$ cat config.mk
export PLATFORM = sky130hd
export DESIGN_NAME = sws_sequencer
export DESIGN_NICKNAME = d
export VERILOG_FILES = /design/src/inc/sws_pkg.sv /design/src/hdl/sws_sequencer.sv
export SDC_FILE = /design/constraint.sdc
export NUM_CORES = 2
export LEC_CHECK = 0
export ABC_CLOCK_PERIOD_IN_PS = 15000
export BUFFER_PORTS_ARGS = -buffer_cell sky130_fd_sc_hd__buf_4
export CAP_MARGIN = 10
export CORE_ASPECT_RATIO = 1.5
export CORE_MARGIN = 2
export CORE_UTILIZATION = 33
export DETAILED_ROUTE_END_ITERATION = 10
export PLACE_DENSITY = 0.46
export SLEW_MARGIN = 20
export SYNTH_ARGS = -nofsm -noshare
export SYNTH_HDL_FRONTEND = slang
export SYNTH_SLANG_ARGS = --single-unit
$ cat constraint.sdc
create_clock -name pclk -period 15 [get_ports pclk]
set_clock_uncertainty 0.15 [all_clocks]
set_input_delay 1.5 -clock pclk [delete_from_list [all_inputs] [get_ports pclk]]
set_output_delay 1.5 -clock pclk [all_outputs]
set_load 0.02 [all_outputs]
$ cat src/inc/sws_pkg.sv
/*
 * sws_pkg: register map, field layout, limits, dwell table and states of the sweep sequencer.
 * Assumes a 40 MHz pclk and a 32-bit APB master with byte addresses.
 */
package sws_pkg;
    // ------------------------------------------------------------------
    // register byte offsets
    // ------------------------------------------------------------------
    localparam logic [7:0] OFF_CTRL = 8'h00;
    localparam logic [7:0] OFF_CMD = 8'h04;
    localparam logic [7:0] OFF_STAT = 8'h08;
    localparam logic [7:0] OFF_VALUE = 8'h0c;
    localparam logic [7:0] OFF_DUR = 8'h10;
    localparam logic [7:0] OFF_RUP = 8'h14;
    localparam logic [7:0] OFF_RDN = 8'h18;
    localparam logic [7:0] OFF_LIM = 8'h20;
    localparam logic [5:0] LIM_COUNT = 6'h0a;
    // command register bit positions
    localparam int CMD_RUN = 0;
    localparam int CMD_PAUSE = 1;
    localparam int CMD_RESET = 2;
    // quantity, type and end-mode codes
    localparam logic [2:0] Q_FREQ = 3'h0;
    localparam logic [2:0] Q_AMP = 3'h1;
    localparam logic [2:0] Q_DC = 3'h2;
    localparam logic [2:0] Q_AUX2 = 3'h4;
    localparam logic T_LOG = 1'h1;
    localparam logic [1:0] E_ONCE = 2'h0;
    localparam logic [1:0] E_REPEAT = 2'h1;
    localparam logic [1:0] E_UPDOWN = 2'h2;
    // state codes seen by software
    localparam logic [2:0] CODE_OFF = 3'h0;
    localparam logic [2:0] CODE_RESET = 3'h1;
    localparam logic [2:0] CODE_RUN = 3'h2;
    localparam logic [2:0] CODE_PAUSE = 3'h3;
    localparam logic [2:0] CODE_DONE = 3'h4;
    // ------------------------------------------------------------------
    // limits: freq in mHz, amplitude in nV, dc in 0.1 mV, aux in mV
    // ------------------------------------------------------------------
    localparam logic [20:0] DUR_MAX_S = 21'h1a5e00;
    localparam logic [31:0] MS_PER_S = 32'h3e8;
    localparam logic [31:0] FREQ_MIN = 32'h1;
    localparam logic [31:0] FREQ_MAX = 32'h9502f900;
    localparam logic [31:0] AMP_MIN = 32'h1;
    localparam logic [31:0] AMP_MAX = 32'h77359400;
    localparam logic signed [31:0] DC_LIM = 32'sh0000c350;
    localparam logic signed [31:0] AUX_LIM = 32'sh00002904;
    localparam logic [4:0] DWELL_MAX_IDX = 5'h10;
    localparam logic [21:0] DWELL_MS [0:16] = '{22'h8, 22'h10, 22'h1f, 22'h4e, 22'h9b, 22'h1d5, 22'h3aa,
        22'h753, 22'h1250, 22'h249f, 22'h6dd8, 22'hdbba, 22'h1b774, 22'h52468, 22'ha4cb8, 22'h149970, 22'h2932e0};
    // timing: one millisecond tick derived from the clock period
    localparam int CLK_PERIOD_NS = 25;
    localparam int MS_NS = 1000000;
    localparam int MS_CYCLES_DEF = (MS_NS + CLK_PERIOD_NS - 1) / CLK_PERIOD_NS;
    localparam logic [5:0] DIV_LAST = 6'h2f;
    // reset values
    localparam logic [20:0] DUR_RST = 21'h0;
    localparam logic [31:0] RATIO_RST = 32'h01000000;
    localparam logic [31:0] LIM_RST = 32'h1;

    typedef struct packed {
        logic enable;
        logic [4:0] dwell;
        logic dc_hold;
        logic amp_hold;
        logic [1:0] end_mode;
        logic log_type;
        logic [2:0] qsel;
    } sws_ctrl_t;

    typedef enum logic [2:0] {ST_OFF, ST_READY, ST_CALC, ST_RUN, ST_PAUSE, ST_DONE} sws_state_t;
endpackage

$ cat src/hdl/sws_sequencer.sv
/*
 * sws_sequencer: parameter sweep sequencer with an APB register slave.
 * Assumes an APB master on pclk and a consumer of sweep_value that applies it to the selected source.
 */
// Notes on behaviour
// - index selects swept quantity zero to four
// - type zero linear, one logarithmic
// - end mode once, repeat, up/down
// - scan time clamped to 1728000 seconds
// - amplitude attenuator hold flag
// - dc level attenuator hold flag
// - fixed mode freezes relays during scan
// - interval index maps to dwell table
// - each step dwells the selected interval
// - enable loads begin value, no start
// - run starts or resumes, ignored running
// - pause suspends, ignored when paused
// - reset returns to begin, not started
// - read-only state code zero to four
// - separate begin and end values stored
// - frequency confined 1 mHz to 2.5 MHz
// - amplitude confined 1 nV to 2 V
// - dc within 5 V, aux 10.5 V
`timescale 1ns/1ps
module sws_sequencer
    import sws_pkg::*;
#(
    parameter int MS_CYCLES = MS_CYCLES_DEF
) (
    input wire logic pclk,
    input wire logic presetn,
    input wire logic psel,
    input wire logic penable,
    input wire logic pwrite,
    input wire logic [7:0] paddr,
    input wire logic [31:0] pwdata,
    output logic [31:0] prdata,
    output logic pready,
    output logic pslverr,
    output logic [31:0] sweep_value,
    output logic [2:0] sweep_quantity,
    output logic sweep_update,
    output logic amp_atten_freeze,
    output logic dc_atten_freeze,
    output logic [2:0] sweep_state_code
);
    // ------------------------------------------------------------------
    // storage
    // ------------------------------------------------------------------
    sws_ctrl_t ctrl_reg;
    sws_state_t state_reg;
    logic [20:0] duration_reg;
    logic [31:0] ratio_up_reg, ratio_dn_reg, value_reg, inc_reg, nsteps_reg, step_reg, prdata_reg;
    logic [31:0] lim_reg [0:9];
    logic dir_reg, wrap_reg, upd_reg, amp_frz_reg, dc_frz_reg;
    logic [2:0] code_reg;
    logic [15:0] tick_reg;
    logic [21:0] ms_reg;
    logic [47:0] quo_reg;
    logic [31:0] rem_reg, den_reg;
    logic [5:0] dcnt_reg;
    logic phase_reg;

    // ------------------------------------------------------------------
    // apb decode
    // ------------------------------------------------------------------
    logic [5:0] word, lim_sel;
    logic is_lim, mapped, wr, ctrl_wr, cmd_wr, run_req, pause_req, rst_req, en_rise, en_fall;
    sws_ctrl_t ctrl_new;
    assign word = paddr[7:2];
    assign lim_sel = word - OFF_LIM[7:2];
    assign is_lim = (word >= OFF_LIM[7:2]) && (lim_sel < LIM_COUNT);
    assign mapped = (paddr[1:0] == 2'h0) && (is_lim || paddr == OFF_CTRL || paddr == OFF_CMD
        || paddr == OFF_STAT || paddr == OFF_VALUE || paddr == OFF_DUR || paddr == OFF_RUP || paddr == OFF_RDN);
    assign wr = psel && penable && pwrite && mapped;
    assign ctrl_wr = wr && paddr == OFF_CTRL;
    assign cmd_wr = wr && paddr == OFF_CMD;
    assign run_req = cmd_wr && pwdata[CMD_RUN];
    assign pause_req = cmd_wr && pwdata[CMD_PAUSE];
    assign rst_req = cmd_wr && pwdata[CMD_RESET];
    assign ctrl_new = sws_ctrl_t'(pwdata[$bits(sws_ctrl_t)-1:0]);
    assign en_rise = ctrl_wr && ctrl_new.enable && !ctrl_reg.enable;
    assign en_fall = ctrl_wr && !ctrl_new.enable;
    // zero wait states: the read word is captured in the setup cycle
    assign pready = 1'b1;
    assign pslverr = psel && penable && !mapped;
    assign prdata = prdata_reg;

    // clamp a written begin/end value to the range of its quantity
    function automatic logic [31:0] clamp_val(input logic [2:0] q, input logic [31:0] v);
        logic signed [31:0] s;
        logic signed [31:0] lim;
        s = $signed(v);
        lim = (q == Q_DC) ? DC_LIM : AUX_LIM;
        case (q)
            Q_FREQ: clamp_val = (v < FREQ_MIN) ? FREQ_MIN : (v > FREQ_MAX) ? FREQ_MAX : v;
            Q_AMP: clamp_val = (v < AMP_MIN) ? AMP_MIN : (v > AMP_MAX) ? AMP_MAX : v;
            default: clamp_val = (s > lim) ? lim : (s < -lim) ? -lim : v;
        endcase
    endfunction

    // control, duration and ratio registers
    always_ff @(posedge pclk or negedge presetn) begin
        if (!presetn) begin
            ctrl_reg <= '0;
            duration_reg <= DUR_RST;
            ratio_up_reg <= RATIO_RST;
            ratio_dn_reg <= RATIO_RST;
        end else if (wr) begin
            if (paddr == OFF_CTRL) begin
                ctrl_reg <= ctrl_new;
                // out-of-range indices are pinned to the last legal entry
                if (ctrl_new.qsel > Q_AUX2) ctrl_reg.qsel <= Q_AUX2;
                if (ctrl_new.dwell > DWELL_MAX_IDX) ctrl_reg.dwell <= DWELL_MAX_IDX;
                if (ctrl_new.end_mode > E_UPDOWN) ctrl_reg.end_mode <= E_UPDOWN;
            end
            if (paddr == OFF_DUR) begin
                duration_reg <= (pwdata > 32'(DUR_MAX_S)) ? DUR_MAX_S : pwdata[20:0];
            end
            if (paddr == OFF_RUP) ratio_up_reg <= pwdata;
            if (paddr == OFF_RDN) ratio_dn_reg <= pwdata;
        end
    end

    // begin/end pairs, two words per quantity
    always_ff @(posedge pclk or negedge presetn) begin
        if (!presetn) begin
            for (int i = 0; i < 10; i++) lim_reg[i] <= LIM_RST;
        end else if (wr && is_lim) begin
            lim_reg[lim_sel[3:0]] <= clamp_val(lim_sel[3:1], pwdata);
        end
    end

    // ------------------------------------------------------------------
    // sweep datapath
    // ------------------------------------------------------------------
    logic [31:0] beg_val, end_val, mag, dur_ms, next_val, endpoint;
    logic [63:0] prod;
    logic [21:0] dwell_ms;
    logic [32:0] trial;
    logic [47:0] quo_next;
    logic signed_q, going_up, add, dwell_done, last, calc_done;
    assign beg_val = lim_reg[{ctrl_reg.qsel, 1'b0}];
    assign end_val = lim_reg[{ctrl_reg.qsel, 1'b1}];
    assign signed_q = ctrl_reg.qsel >= Q_DC;
    assign going_up = signed_q ? ($signed(end_val) >= $signed(beg_val)) : (end_val >= beg_val);
    assign mag = going_up ? end_val - beg_val : beg_val - end_val;
    assign dur_ms = 32'(duration_reg) * MS_PER_S;
    assign dwell_ms = DWELL_MS[ctrl_reg.dwell];
    // the outward pass moves toward end, the return pass toward begin
    assign add = (going_up == !dir_reg);
    assign prod = value_reg * (dir_reg ? ratio_dn_reg : ratio_up_reg);
    // linear adds or subtracts a fixed increment, log multiplies by a q8.24 ratio
    assign next_val = (ctrl_reg.log_type == T_LOG) ? prod[55:24]
        : add ? value_reg + inc_reg : value_reg - inc_reg;
    assign endpoint = dir_reg ? beg_val : end_val;
    assign last = (step_reg + 32'h1) >= nsteps_reg;
    assign dwell_done = (state_reg == ST_RUN) && (tick_reg == 16'(MS_CYCLES - 1)) && (ms_reg == dwell_ms - 22'h1);
    assign trial = {rem_reg, quo_reg[47]};
    assign quo_next = {quo_reg[46:0], trial >= {1'b0, den_reg}};
    assign calc_done = (state_reg == ST_CALC) && phase_reg && (dcnt_reg == 6'h0);

    // serial divider: steps = scan ms / dwell ms, then increment = span / steps
    always_ff @(posedge pclk or negedge presetn) begin
        if (!presetn) begin
            quo_reg <= '0;
            rem_reg <= '0;
            den_reg <= 32'h1;
            dcnt_reg <= DIV_LAST;
            phase_reg <= 1'b0;
            nsteps_reg <= 32'h1;
            inc_reg <= '0;
        end else if (state_reg != ST_CALC) begin
            quo_reg <= {16'h0, dur_ms};
            rem_reg <= '0;
            den_reg <= 32'(dwell_ms);
            dcnt_reg <= DIV_LAST;
            phase_reg <= 1'b0;
        end else begin
            quo_reg <= quo_next;
            rem_reg <= (trial >= {1'b0, den_reg}) ? 32'(trial - {1'b0, den_reg}) : trial[31:0];
            dcnt_reg <= dcnt_reg - 6'h1;
            if (dcnt_reg == 6'h0 && !phase_reg) begin
                // a scan shorter than one dwell still takes one step
                nsteps_reg <= (quo_next[31:0] == 32'h0) ? 32'h1 : quo_next[31:0];
                den_reg <= (quo_next[31:0] == 32'h0) ? 32'h1 : quo_next[31:0];
                quo_reg <= {16'h0, mag};
                rem_reg <= '0;
                dcnt_reg <= DIV_LAST;
                phase_reg <= 1'b1;
            end
            if (calc_done) inc_reg <= quo_next[31:0];
        end
    end

    // dwell timer: millisecond ticks, held while paused
    // a pause on the last cycle of a dwell freezes the timer at its end, so the step is not lost
    always_ff @(posedge pclk or negedge presetn) begin
        if (!presetn) begin
            tick_reg <= '0;
            ms_reg <= '0;
        end else if (state_reg == ST_RUN && !pause_req) begin
            tick_reg <= (tick_reg == 16'(MS_CYCLES - 1)) ? 16'h0 : tick_reg + 16'h1;
            if (dwell_done) ms_reg <= '0;
            else if (tick_reg == 16'(MS_CYCLES - 1)) ms_reg <= ms_reg + 22'h1;
        end else if (state_reg != ST_PAUSE && state_reg != ST_RUN) begin
            tick_reg <= '0;
            ms_reg <= '0;
        end
    end

    // ------------------------------------------------------------------
    // sequencing state machine
    // ------------------------------------------------------------------
    always_ff @(posedge pclk or negedge presetn) begin
        if (!presetn) begin
            state_reg <= ST_OFF;
            value_reg <= LIM_RST;
            dir_reg <= 1'b0;
            wrap_reg <= 1'b0;
            step_reg <= '0;
            upd_reg <= 1'b0;
        end else begin
            upd_reg <= 1'b0;
            if (en_fall) begin
                state_reg <= ST_OFF;
            end else if (en_rise || (rst_req && state_reg != ST_OFF)) begin
                state_reg <= ST_READY;
                value_reg <= beg_val;
                dir_reg <= 1'b0;
                wrap_reg <= 1'b0;
                step_reg <= '0;
                upd_reg <= 1'b1;
            end else begin
                case (state_reg)
                    ST_READY: begin
                        // follow begin edits until the scan starts
                        value_reg <= beg_val;
                        if (run_req) state_reg <= ST_CALC;
                    end
                    ST_CALC: begin
                        if (calc_done) state_reg <= ST_RUN;
                    end
                    ST_RUN: begin
                        if (pause_req) begin
                            state_reg <= ST_PAUSE;
                        end else if (dwell_done) begin
                            upd_reg <= 1'b1;
                            if (wrap_reg) begin
                                value_reg <= beg_val;
                                wrap_reg <= 1'b0;
                                step_reg <= '0;
                            end else if (last) begin
                                // exact endpoint hides increment truncation
                                value_reg <= endpoint;
                                step_reg <= '0;
                                case (ctrl_reg.end_mode)
                                    E_ONCE: state_reg <= ST_DONE;
                                    E_REPEAT: wrap_reg <= 1'b1;
                                    default: dir_reg <= !dir_reg;
                                endcase
                            end else begin
                                value_reg <= next_val;
                                step_reg <= step_reg + 32'h1;
                            end
                        end
                    end
                    ST_PAUSE: begin
                        if (run_req) state_reg <= ST_RUN;
                    end
                    ST_DONE: begin
                        if (run_req) begin
                            state_reg <= ST_CALC;
                            value_reg <= beg_val;
                            dir_reg <= 1'b0;
                            upd_reg <= 1'b1;
                        end
                    end
                    default: ;
                endcase
            end
        end
    end

    // registered outputs: state code and attenuator freezes
    always_ff @(posedge pclk or negedge presetn) begin
        if (!presetn) begin
            code_reg <= CODE_OFF;
            amp_frz_reg <= 1'b0;
            dc_frz_reg <= 1'b0;
        end else begin
            case (state_reg)
                ST_READY: code_reg <= CODE_RESET;
                ST_CALC, ST_RUN: code_reg <= CODE_RUN;
                ST_PAUSE: code_reg <= CODE_PAUSE;
                ST_DONE: code_reg <= CODE_DONE;
                default: code_reg <= CODE_OFF;
            endcase
            amp_frz_reg <= ctrl_reg.amp_hold && ctrl_reg.qsel == Q_AMP
                && (state_reg inside {ST_CALC, ST_RUN, ST_PAUSE});
            dc_frz_reg <= ctrl_reg.dc_hold && ctrl_reg.qsel == Q_DC
                && (state_reg inside {ST_CALC, ST_RUN, ST_PAUSE});
        end
    end

    // read word captured at setup; command and unmapped read as zero
    always_ff @(posedge pclk or negedge presetn) begin
        if (!presetn) begin
            prdata_reg <= '0;
        end else if (psel && !penable) begin
            prdata_reg <= '0;
            if (is_lim && paddr[1:0] == 2'h0) prdata_reg <= lim_reg[lim_sel[3:0]];
            case (paddr)
                OFF_CTRL: prdata_reg <= 32'(ctrl_reg);
                OFF_STAT: prdata_reg <= {26'h0, wrap_reg, dir_reg, 1'b0, code_reg};
                OFF_VALUE: prdata_reg <= value_reg;
                OFF_DUR: prdata_reg <= 32'(duration_reg);
                OFF_RUP: prdata_reg <= ratio_up_reg;
                OFF_RDN: prdata_reg <= ratio_dn_reg;
                default: ;
            endcase
        end
    end

    assign sweep_value = value_reg;
    assign sweep_quantity = ctrl_reg.qsel;
    assign sweep_update = upd_reg;
    assign amp_atten_freeze = amp_frz_reg;
    assign dc_atten_freeze = dc_frz_reg;
    assign sweep_state_code = code_reg;

    logic quiet;
    assign quiet = !ctrl_wr && !cmd_wr;
endmodule

==> impl_metrics.json <==
{
  "status": "finished clean",
  "largest_reg_flops": 320,
  "cts_repair_resize_count": 0,
  "dp_slack_ps": 4428,
  "vias": 66460,
  "crit_path_end_kind": "flop",
  "yosys-top-cells-area": "fa_1 (23%), dfrtp_1 (22%), ha_1 (7.1%)",
  "cts_root_buf": "clkbuf_16",
  "r2r_start": "dir_reg$_DFFE_PN0P_",
  "max_slew.worst_pin.slew_ps": 1212,
  "cpMaxStageDelayCell": "a2111oi_0",
  "maxCapViolCount": 0,
  "reg2regPathDepth": 25,
  "cp_slowest_stage_delay_ps": 840,
  "synth_edf_count": 0,
  "total_power_mw": 4.979,
  "grt_antenna_before_repair": 22,
  "avgSynthCellArea_um2": 9.015,
  "cts_buffer_depth": 3,
  "grt_pass1_vias": 69510,
  "required_ps": 15430,
  "synth_flop_cell": "dfrtp_1",
  "cts_tree": "yes",
  "synthArstFlopShare": 1.000,
  "hp-class": "reg -> reg",
  "grt_usage": 0.2604,
  "fin_tns_setup_ps": 0,
  "leakagePower_nw": 41.83,
  "relSlewSlack": 0.1920,
  "critPathArrivalTime_ps": 11060,
  "yosys.area.top_type": "fa_1",
  "p_per_area_nw_per_um2": 56.47,
  "hold_ws_ps": 306.3,
  "die_area_um2": 249800,
  "clk_pin_slew_ps": 70,
  "gp_congestion": 0.9936,
  "synthTopCellsByCount": "inv_1 (1192), nand2_1 (1126), fa_1 (947)",
  "cp_max_fo": 38,
  "fmax_ghz": 0.09413,
  "antenna_left": 0,
  "wl_um": 326200,
  "holdPathEnd": "dcnt_reg[0]$_DFF_PN1_",
  "row_count": 222,
  "critical_path_class": "reg -> reg",
  "rrSetupSlack_ps": 4380,
  "die_height_um": 611.1,
  "drtPass1Iterations": 9,
  "rsz0062_at_grt": "no",
  "slew_violations": 0,
  "setup_viol": 0,
  "core-area_um2": 244200,
  "grt_remaining_overflow": 0,
  "io_buffers": 118,
  "syn-instance-count": 8994,
  "nets": 10240,
  "start_util": 0.3321,
  "drtIter0Drc": 5545,
  "grt_first_pass_wirelength_um": 482800,
  "cts_buffers": 77,
  "hpwl_um": 243900,
  "hold_viol_final": 0,
  "start_kind": "flop",
  "ios": 120,
  "syn_nets": 10450,
  "final.min_clock_period_ps": 10620,
  "holdCritStartpoint": "dcnt_reg[0]$_DFF_PN1_",
  "peakVddDrop_v": 0.00007827,
  "wl_per_cell_um": 26.96,
  "clock_sink_count": 747,
  "fin_ws_ps": 4376,
  "synth_warnings": 0,
  "min_period_over_period": 0.7083,
  "synthToLayoutAreaGrowth_pct": 8.742,
  "htreeDepth": 3,
  "final_util": 0.3611,
  "yosys_register_bits": 747,
  "synth_top_area_share": 0.2338,
  "layout-drive-gt1-share": 0.09031,
  "yosysMostFrequentCell": "inv_1",
  "viasPerCell": 5.491,
  "fp.dieW_um": 408.7,
  "grt_max_degree": 152,
  "clock_latency_ps": 710,
  "synth.distinct_cells": 98,
  "r2r_end": "sweep_value[12]$_DFFE_PN0P_",
  "cts_hold_buf": 0,
  "min_delay_path_depth": 1,
  "synth.cell_area_um2": 81080,
  "synth-seq-area-share": 0.2308,
  "post_cts_buffers": 0,
  "cpMostUsedCell": "fa_1",
  "drc": 0
}
==> how the worst max path moves through the flow <==
stage                   startpoint                           to  cells after the start
6_report       dir_reg$_DFFE_PN0P_  sweep_value[12]$_DFFE_PN0P_                     25
5_1_grt        dir_reg$_DFFE_PN0P_  sweep_value[12]$_DFFE_PN0P_                     28
4_1_cts        dir_reg$_DFFE_PN0P_  sweep_value[12]$_DFFE_PN0P_                     25
3_5_place_dp   dir_reg$_DFFE_PN0P_  sweep_value[12]$_DFFE_PN0P_                     25
3_3_place_gp   dir_reg$_DFFE_PN0P_  sweep_value[12]$_DFFE_PN0P_                     25
2_1_floorplan  dir_reg$_DFFE_PN0P_  sweep_value[30]$_DFFE_PN0P_                     32
==> layout make-up <==
cell class,count,area (um^2)
tap,3248,4064
multi-input combinational,6501,55920
timing repair buffer,262,2031
inverter,1194,4482
clock inverter,48,813.3
sequential,747,18750
clock buffer,95,2095
fill,25000,156000
antenna,7,17.52
==> where the power goes <==
group	switching, mW	internal (mW)	leakage [nW]	total (mW)
combinational	0.462	0.183	30.2	0.646
sequential	0.0358	2.03	10.2	2.07
clock	0.972	1.29	1.42	2.27
total	1.47	3.51	41.8	4.98
==> metal layers <==
layer,GRT usage,share of wire,vias to the layer above
li1,-,-,29180
met1,0.3172,0.39,34250
met2,0.4461,0.49,2380
met3,0.04101,0.063,636
met4,0.1284,0.057,10
met5,0,0.00019,-
==> cell families after synthesis <==
| kind of cell | share of synthesized area |
|---|---|
| other | 0.00004625 |
| buffers and inverters | 0.08175 |
| xor gates and xnor gates | 0.02484 |
| adders and majority gates | 0.3051 |
| DFF | 0.2308 |
| and+or+nand+nor | 0.1547 |
| AOI/OAI and AO/OA | 0.1397 |
| muxes | 0.06301 |
==> cells in the final DEF, fill, tap and decap left out, types with 58 or more instances in the layout <==
cell,count
inv_1,1192
nand2_1,1120
fa_1,947
dfrtp_1,706
and2_1,530
o21ai_0,505
a21oi_1,491
ha_1,462
nor2_1,445
buf_4,255
mux2_2,204
xnor2_1,148
mux2i_1,132
a22oi_1,127
a21o_1,98
nand3_1,87
xor2_1,82
clkbuf_16,77
nor3_1,72
and3_1,71
o22ai_1,68
mux4_2,64
nand4_1,58
==> through the flow <==
step,std cells,cell area [um^2]
after floorplan,8994,81080
after global placement,11950,85190
after detailed placement,11950,85230
after CTS,12100,88140
after global routing,12100,88160
final,12100,88170
==> worst max-delay path, delay by kind of cell (launching register included) <==
kind | cells | cell delay [ps]
adder cells (fa/ha/maj) | 9 | 4560
AO/OA/AOI/OAI | 6 | 2920
multiplexers | 2 | 1040
buffers and inverters | 5 | 730
AND/OR/NAND/NOR | 3 | 680
flip-flops | 1 | 360
No activity file was read; power rests on OpenSTA's default activity.
